[src/rtl/mna_pkg.sv]
package mna_pkg;

	// datagram fields handed over by the frame engine (framing and crc live there)
	typedef struct packed {
		logic        valid;    // one-cycle pulse: a complete datagram was received
		logic        crc_ok;   // checksum of that datagram was correct
		logic [7:0]  node;     // node address field
		logic [7:0]  reg_addr; // register address, top bit set on writes
		logic [31:0] data;     // write data
	} mna_frame_t;

	// one drive channel for a two-way pin
	typedef struct packed {
		logic value;
		logic oe;
	} mna_pin_t;

	// register map of this block's own registers
	localparam logic [7:0] MNA_WRITE_FLAG   = 8'h80;  // added to the address of a write
	localparam int         MNA_REG_BITS     = 7;      // plain register address width
	localparam logic [6:0] MNA_REG_NODE     = 7'h03;  // node address and reply delay
	localparam logic [6:0] MNA_REG_GPIO     = 7'h04;  // chain output pin control

	// field positions
	localparam int MNA_NODE_LSB   = 0;
	localparam int MNA_NODE_W     = 8;
	localparam int MNA_DELAY_LSB  = 8;
	localparam int MNA_DELAY_W    = 4;
	localparam int MNA_GPIO_VAL   = 0;
	localparam int MNA_GPIO_DIR   = 1;

	// reset values: everything clears at power-up
	localparam logic [7:0] MNA_NODE_RESET  = 8'h00;
	localparam logic [3:0] MNA_DELAY_RESET = 4'h0;
	localparam logic [1:0] MNA_GPIO_RESET  = 2'h0;

	// reserved and special address values
	localparam logic [7:0] MNA_NODE_UNSET  = 8'h00;  // unaddressed node
	localparam logic [7:0] MNA_NODE_MASTER = 8'hFF;  // replies toward the master
	localparam int         MNA_MAX_NODES   = 255;

	// timing in bit times
	localparam int         MNA_DELAY_STEP  = 8;      // reply delay granularity
	localparam int         MNA_TAIL_BITS   = 4;      // driver hold after the last bit
	localparam int         MNA_CNT_W       = 8;
	localparam logic [7:0] MNA_DELAY_STEP_C = MNA_CNT_W'(MNA_DELAY_STEP);
	localparam logic [7:0] MNA_TAIL_C       = MNA_CNT_W'(MNA_TAIL_BITS);

	// pin synchroniser lanes
	localparam int MNA_SYN_W     = 4;
	localparam int MNA_SYN_POS   = 0;
	localparam int MNA_SYN_CHAIN = 1;
	localparam int MNA_SYN_RING  = 2;
	localparam int MNA_SYN_IFSEL = 3;

	typedef enum logic [1:0] {
		MNA_IDLE,
		MNA_WAIT,
		MNA_SEND,
		MNA_TAIL
	} mna_state_t;

endpackage

[src/rtl/mna_sync.sv]
`timescale 1ns/1ns
// two-stage synchroniser, one lane per asynchronous input
module mna_sync
	import mna_pkg::*;
#(
	parameter int WIDTH = 4
) (
	input  wire logic             i_clock,
	input  wire logic             i_rst_n,
	input  wire logic [WIDTH-1:0] i_async,
	output logic      [WIDTH-1:0] o_sync
);

	genvar g;
	generate
		for (g = 0; g < WIDTH; g++) begin : lane
			logic stage1_reg;
			logic stage2_reg;
			// first stage feeds only the second stage
			always_ff @(posedge i_clock or negedge i_rst_n) begin
				if (!i_rst_n) begin
					stage1_reg <= 1'b0;
					stage2_reg <= 1'b0;
				end else begin
					stage1_reg <= i_async[g];
					stage2_reg <= stage1_reg;
				end
			end
			assign o_sync[g] = stage2_reg;
		end
	endgenerate

endmodule

[src/rtl/mna_node.sv]
`timescale 1ns/1ns
// Overview of operation
// - chain input level picks the hardware address of an unprogrammed node.
// - chained addressing lets up to 255 nodes share one bus.
// - unprogrammed node answers address 0 with chain input low, 1 when high.
// - chain output controls the bus switch; low connects the next segment.
// - ring operation only with ring select high and interface in uart mode.
// - in ring operation positive wire is input only, negative wire output only.
// - in ring operation an unprogrammed node holds its output wire high.
// - in ring operation a nonzero address makes the node relay input to output.
// - in a full ring requests reach all nodes and replies pass downstream.
// - ring operation ignores the chain input unless two rings share a start.
// - all registers clear to zero at power-up.
// - writes carry register address plus 0x80, reads the plain address.
// - ring select low gives standard bus operation.
// - only datagrams with good checksum and own node address are acted on.
// - the all-ones address is reserved for replies and never assigned.
// - read replies wait a delay set in steps of eight bit times.
module mna_node
	import mna_pkg::*;
(
	input  wire logic        i_clock,
	input  wire logic        i_rst_n,
	input  wire logic        i_wire_pos_in,
	input  wire logic        i_chain_in_pin,
	input  wire logic        i_ring_select_pin,
	input  wire logic        i_interface_select,
	input  wire logic        i_ring_shared_start,
	input  wire mna_frame_t  i_frame,
	input  wire logic        i_bit_tick,
	input  wire logic        i_tx_bit,
	input  wire logic        i_tx_done,
	output logic             o_rx_bit,
	output mna_pin_t         o_wire_pos,
	output mna_pin_t         o_wire_neg,
	output mna_pin_t         o_chain_out_pin,
	output logic             o_ring_mode,
	output logic             o_addressed,
	output logic [7:0]       o_node_address,
	output logic             o_read_req,
	output logic [6:0]       o_read_addr,
	output logic [31:0]      o_read_data,
	output logic             o_reply_go,
	output logic             o_reply_active
);

	typedef struct packed {
		mna_state_t  state;
		logic [7:0]  node_addr;
		logic [3:0]  delay_set;
		logic [1:0]  gpio;
		logic [7:0]  cnt;
		logic        read_req;
		logic [6:0]  read_addr;
		logic [31:0] read_data;
		logic        reply_go;
		mna_pin_t    pos;
		mna_pin_t    neg;
	} mna_node_state_t;

	mna_node_state_t st_reg;
	mna_node_state_t st_next;

	logic [MNA_SYN_W-1:0] syn;
	logic                 ring;
	logic                 unset;
	logic                 chain_level;
	logic [7:0]           eff_addr;
	logic                 hit;
	logic                 is_write;
	logic [6:0]           plain_addr;
	logic [7:0]           delay_bits;

	// pins from outside the clock domain
	mna_sync #(
		.WIDTH (MNA_SYN_W)
	) u_sync (
		.i_clock (i_clock),
		.i_rst_n (i_rst_n),
		.i_async ({i_interface_select, i_ring_select_pin, i_chain_in_pin, i_wire_pos_in}),
		.o_sync  (syn)
	);

	// mode and address decode
	assign ring  = syn[MNA_SYN_RING] & syn[MNA_SYN_IFSEL];
	assign unset = (st_reg.node_addr == MNA_NODE_UNSET);
	// chain level only counts outside ring, or when two rings share a start
	assign chain_level = syn[MNA_SYN_CHAIN] & (~ring | i_ring_shared_start);
	// unprogrammed node answers 0 or 1 by chain level
	assign eff_addr = unset ? {7'h00, chain_level} : st_reg.node_addr;
	// only good frames for this node are acted on
	assign hit = i_frame.valid & i_frame.crc_ok & (i_frame.node == eff_addr)
	           & (i_frame.node != MNA_NODE_MASTER);
	assign is_write   = (i_frame.reg_addr & MNA_WRITE_FLAG) != 8'h00;
	assign plain_addr = i_frame.reg_addr[MNA_REG_BITS-1:0];
	// delay of zero setting still waits one step
	assign delay_bits = (st_reg.delay_set == 4'h0) ? MNA_DELAY_STEP_C
	                  : 8'(st_reg.delay_set * MNA_DELAY_STEP_C);

	// next-state logic
	always_comb begin
		st_next          = st_reg;
		st_next.read_req = 1'b0;
		st_next.reply_go = 1'b0;

		// register writes and read requests
		if (hit && is_write) begin
			if (plain_addr == MNA_REG_NODE) begin
				// all-ones address can never be taken
				if (i_frame.data[MNA_NODE_LSB +: MNA_NODE_W] != MNA_NODE_MASTER) begin
					st_next.node_addr = i_frame.data[MNA_NODE_LSB +: MNA_NODE_W];
				end
				st_next.delay_set = i_frame.data[MNA_DELAY_LSB +: MNA_DELAY_W];
			end else if (plain_addr == MNA_REG_GPIO) begin
				st_next.gpio = i_frame.data[MNA_GPIO_DIR:MNA_GPIO_VAL];
			end
		end

		// reply sequencing, counted in bit times
		unique case (st_reg.state)
			MNA_IDLE: begin
				if (hit && !is_write) begin
					st_next.read_req  = 1'b1;
					st_next.read_addr = plain_addr;
					unique case (plain_addr)
						MNA_REG_NODE: st_next.read_data = {20'h00000, st_reg.delay_set, st_reg.node_addr};
						MNA_REG_GPIO: st_next.read_data = {30'h0, st_reg.gpio};
						default:      st_next.read_data = 32'h00000000;
					endcase
					st_next.cnt   = 8'h00;
					st_next.state = MNA_WAIT;
				end
			end
			MNA_WAIT: begin
				if (i_bit_tick) begin
					if (st_reg.cnt + 8'h01 >= delay_bits) begin
						st_next.reply_go = 1'b1;
						st_next.state    = MNA_SEND;
					end else begin
						st_next.cnt = st_reg.cnt + 8'h01;
					end
				end
			end
			MNA_SEND: begin
				if (i_tx_done) begin
					st_next.cnt   = 8'h00;
					st_next.state = MNA_TAIL;
				end
			end
			MNA_TAIL: begin
				// driver stays on for a few idle bits after the last bit
				if (i_bit_tick) begin
					if (st_reg.cnt + 8'h01 >= MNA_TAIL_C) begin
						st_next.state = MNA_IDLE;
					end else begin
						st_next.cnt = st_reg.cnt + 8'h01;
					end
				end
			end
		endcase

		// wire drivers
		if (ring) begin
			// positive wire is receive only, negative wire always driven
			st_next.pos.oe    = 1'b0;
			st_next.pos.value = 1'b1;
			st_next.neg.oe    = 1'b1;
			if (st_next.node_addr == MNA_NODE_UNSET) begin
				st_next.neg.value = 1'b1;
			end else if (st_next.state == MNA_SEND) begin
				st_next.neg.value = i_tx_bit;  // own reply enters the ring
			end else if (st_next.state == MNA_TAIL) begin
				st_next.neg.value = 1'b1;
			end else begin
				st_next.neg.value = syn[MNA_SYN_POS];
			end
		end else begin
			// standard bus: drive both wires differentially only while replying
			// drivers follow the reply state computed above, no feedback through a net
			st_next.pos.oe    = (st_next.state == MNA_SEND) | (st_next.state == MNA_TAIL);
			st_next.neg.oe    = st_next.pos.oe;
			st_next.pos.value = (st_next.state == MNA_SEND) ? i_tx_bit : 1'b1;
			st_next.neg.value = (st_next.state == MNA_SEND) ? ~i_tx_bit : 1'b0;
		end
	end

	// state register, loaded with reset values at power-up
	always_ff @(posedge i_clock or negedge i_rst_n) begin
		if (!i_rst_n) begin
			st_reg.state     <= MNA_IDLE;
			st_reg.node_addr <= MNA_NODE_RESET;
			st_reg.delay_set <= MNA_DELAY_RESET;
			st_reg.gpio      <= MNA_GPIO_RESET;
			st_reg.cnt       <= 8'h00;
			st_reg.read_req  <= 1'b0;
			st_reg.read_addr <= 7'h00;
			st_reg.read_data <= 32'h00000000;
			st_reg.reply_go  <= 1'b0;
			st_reg.pos       <= 2'h2;             // idle high, released
			st_reg.neg       <= 2'h0;
		end else begin
			st_reg <= st_next;
		end
	end

	// outputs
	assign o_rx_bit        = syn[MNA_SYN_POS];
	assign o_wire_pos      = st_reg.pos;
	assign o_wire_neg      = st_reg.neg;
	// chain pin released until configured as output; low connects next segment
	assign o_chain_out_pin = '{value: st_reg.gpio[MNA_GPIO_VAL],
	                           oe:    st_reg.gpio[MNA_GPIO_DIR]};
	assign o_ring_mode     = ring;
	assign o_addressed     = ~unset;
	assign o_node_address  = st_reg.node_addr;
	assign o_read_req      = st_reg.read_req;
	assign o_read_addr     = st_reg.read_addr;
	assign o_read_data     = st_reg.read_data;
	assign o_reply_go      = st_reg.reply_go;
	assign o_reply_active  = (st_reg.state == MNA_SEND) | (st_reg.state == MNA_TAIL);

endmodule

[config.mk]
export PLATFORM = sky130hd
export DESIGN_NAME = mna_node
export DESIGN_NICKNAME = d
export VERILOG_FILES = /design/src/rtl/mna_pkg.sv /design/src/rtl/mna_sync.sv /design/src/rtl/mna_node.sv
export SDC_FILE = /design/constraint.sdc
export NUM_CORES = 1
export LEC_CHECK = 0
export BUFFER_PORTS_ARGS = -buffer_cell sky130_fd_sc_hd__buf_4
export CELL_PAD_IN_SITES_DETAIL_PLACEMENT = 1
export CELL_PAD_IN_SITES_GLOBAL_PLACEMENT = 1
export CORE_UTILIZATION = 39
export CTS_CLUSTER_SIZE = 10
export DETAILED_ROUTE_END_ITERATION = 7
export GPL_TIMING_DRIVEN = 0
export PLACE_DENSITY = 0.95
export SLEW_MARGIN = 20
export SYNTH_ARGS = -nofsm -noshare
export SYNTH_HDL_FRONTEND = slang
export SYNTH_SLANG_ARGS = --single-unit
[constraint.sdc]
create_clock -name i_clock -period 9.2 [get_ports i_clock]
set_clock_uncertainty 0.2 [all_clocks]
set_input_delay 0.92 -clock i_clock [delete_from_list [all_inputs] [get_ports i_clock]]
set_output_delay 0.92 -clock i_clock [all_outputs]
set_load 0.1 [all_outputs]
==> key figures <==
GRT
  • Antenna violations before repair: 0
  • Grt ovf: 0
  • First-pass GRT wire length: 15,400 um
  • Largest net degree at the start of global routing: 58
  • Vias in the first global route: 3,066
  • GRT Overall Usage: 23.96%

Timing
  • Crit share post-route: 45.39%
  • Fmax: 239.5 MHz
  • Worst-margin pin slew: 931.5 ps
  • # setup viols final: 0
  • Endpoints failing hold: 0
  • Setup TNS: 0 ps
  • Post-route minimum period: 4176 ps
  • RSZ-0062 raised after global routing: false
  • Final-report max-slew violation count: 0
  • Slew headroom: 36.30%

Power
  • PD cells: 176.9 nW/um^2
  • Overall power: 0.7264 mW
  • Leak: 2.174 nW
  • Maximum vdd drop: 71.72 uV

Clock network
  • Cts bufs inserted: 9
  • H-tree depth: 3
  • CTS clk-pin slew, worst paths: 70 ps
  • Worst-skew pair later-pin latency: 350 ps
  • TritonCTS clock tree: done
  • Clock Tree Buf Depth: 2
  • Post-CTS sizing: 0
  • Clock Tree Root: clkbuf_8
  • # clock sinks: 57
  • Setup Buffers After CTS: 0
  • # hold bufs at CTS: 0

Cells and area
  • Fin nets: 488
  • Post-route core utilization: 52.87%
  • Largest register FFs: 14
  • Share of cells above drive strength 1: 40.42%
  • Post-Layout Cell Count: 530
  • Ant. Diodes: 0
  • Fillers: 916
  • Area Growth Syn to Fin: 30.55%
  • Fin area: 4106 um^2

Routing
  • Initial DRT Pass Iterations: 4
  • Iter 0 DRT Violations: 104
  • Routed wire per std cell: 17.88 um
  • Final wirelength: 9475 um
  • Vias after detailed routing: 2,717
  • Vias per cell: 5.126
  • ANT nets after route: 0
  • # DRC: 0

Synthesis
  • Synth async-reset ratio: 100.0%
  • Mapped Avg Cell Area: 9.986 um^2
  • Netlist cell types: 51
  • Register bit total from synthesis: 57
  • Yosys warns: 0
  • Mapped Area: 3146 um^2
  • Top_reg_cell synth: dfrtp_1
  • Post-Synthesis Cells: 315
  • EDFF count, synth: 0
  • Sequential element share of the synthesized area: 45.39%

Critical path
  • Worst-path fanout max: 7
  • Worst path slowest cell: a2111oi_0
  • CP arrival: 4210 ps
  • Startpoint types: register
  • Cell Chain, Critical Path: ha_1 -> nand3_1 -> nor3_1 -> xnor2_1 -> ha_1 -> o211ai_1 -> a31oi_1 -> a2111oi_0 -> o21ai_0 -> o21ai_0 -> a21boi_0 -> o22ai_1
  • Worst Setup End Kind: register
  • CP max stage delay: 840 ps
  • Crit path kind: reg -> reg
  • Required time of the critical path: 9230 ps

Floorplan
  • Initial Util: 40.50%
  • Area of the core: 7767 um^2
  • I/O Pins: 119
  • Die Area: 8428 um^2
  • Die Height: 91.81 um
  • Die width: 91.81 um
  • # rows: 32

Placed design
  • PortBufs: 78
  • Dpl cell area: 3930 um^2
  • Post-Place Cells: 514
  • HPWL Detailed: 6535 um
  • GPL Wtd Cong: 0.8584

Run status
  • Status: finished, final reports clean

Job
  • Max-cap violations: 0

Worst hold path
  • Hold WC Path Type: reg -> reg
[where the power goes]
group          total [mW]  switching [mW]  internal (mW)
Combinational       0.222           0.155         0.0678
Clock               0.218           0.106          0.112
Sequential          0.286          0.0162          0.270
[synth_stat cells, drive strengths merged, types with 2 or more instances]
cell	count	area share, %
nor4	4	0.80
clkbuf	8	0.95
and3b	3	0.84
and2	3	0.60
nand3	19	3.0
nor2	10	1.2
dfrtp	56	45
ha	5	2.0
o21ai	9	1.4
buf	56	13
o22ai	2	0.40
nand4	5	0.99
o21bai	2	0.48
o211ai	5	1.5
xnor2	12	3.3
mux2	18	7.0
a221oi	2	0.56
or4	4	1.2
nor3	2	0.32
nand2	37	4.4
a31oi	3	0.60
or3	3	0.60
a211oi	2	0.48
a2111oi	2	0.56
a21oi	4	0.64
inv	19	2.3
[area by class of cell]
| class | count | area (um^2) | area share [%] |
|---|---|---|---|
| timing repair buffer | 78 | 585.6 | 14.26 |
| clock buffer | 13 | 158.9 | 3.870 |
| buffer | 64 | 451.7 | 11.00 |
| sequential | 57 | 1428 | 34.77 |
| clock inverter | 3 | 17.52 | 0.4266 |
| multi-input combinational | 194 | 1266 | 30.83 |
| tap | 102 | 127.6 | 3.108 |
| inverter | 19 | 71.32 | 1.737 |
[critical path: cells and delay by family (launching register included)]
| kind | cells | cell delay, ps |
|---|---|---|
| compound gates | 7 | 2160 |
| fa+ha+maj | 2 | 640 |
| simple gates | 2 | 460 |
| flops | 1 | 400 |
| xor+xnor | 1 | 200 |
[stage by stage]
stage	hold slack [ps]	worst slack [ps]
final	149.1	5024
after global routing	155.0	4649
after CTS	152.0	5022
after detailed placement	138.7	5245
after global placement	133.3	5487
after floorplan	131.2	6077
[placed cells by master, fill, tap and decap left out, types with 11 or more instances in the layout]
master	Yosys	layout
nand3_1	19	19
dfrtp_1	56	56
xnor2_1	12	12
conb_1	1	20
inv_1	19	19
clkbuf_8	0	11
nand2_1	37	37
buf_4	54	132
mux2_2	13	13
[logic make-up (layout without fill, tap and decap cells)]
kind of cell / Yosys count / count (layout) / share of synthesized area [%]
compound gates: 42 / 42 / 9.825
simple gates: 95 / 95 / 15.08
flops: 57 / 57 / 45.39
other cells: 1 / 20 / 0.1192
xor+xnor: 13 / 13 / 3.620
fa+ha+maj: 5 / 5 / 1.989
buf+inv: 83 / 177 / 16.63
mux: 19 / 19 / 7.359
[per-layer routing]
layer	vias to the layer above	part of all wire, %	wire, um	track usage (%)
met4	0	5.0	471	15.63
met1	1346	38	3587	25.33
met2	108	52	4890	41.79
met3	37	5.5	524	6.633
li1	1226	-	-	-
met5	-	0	0	0
[final timing paths]
kind | cells past startpoint | endpoint | slack (ps) | startpoint
max | 12 | st_reg[49]$_DFFE_PN0P_ | 5020 | st_reg[45]$_DFFE_PN0P_
min | 0 | u_sync.lane[0].stage2_reg$_DFF_PN0_ | 150 | u_sync.lane[0].stage1_reg$_DFF_PN0_
max reg2reg | 12 | st_reg[49]$_DFFE_PN0P_ | 5020 | st_reg[45]$_DFFE_PN0P_
min reg2reg | 0 | u_sync.lane[0].stage2_reg$_DFF_PN0_ | 150 | u_sync.lane[0].stage1_reg$_DFF_PN0_
max in group asynchronous | 1 | o_wire_neg[1]$_DFF_PN0_ | 7850 | i_rst_n
min in group asynchronous | 1 | o_read_req$_DFF_PN0_ | 420 | i_rst_n
(Power assumes the default switching activity.)
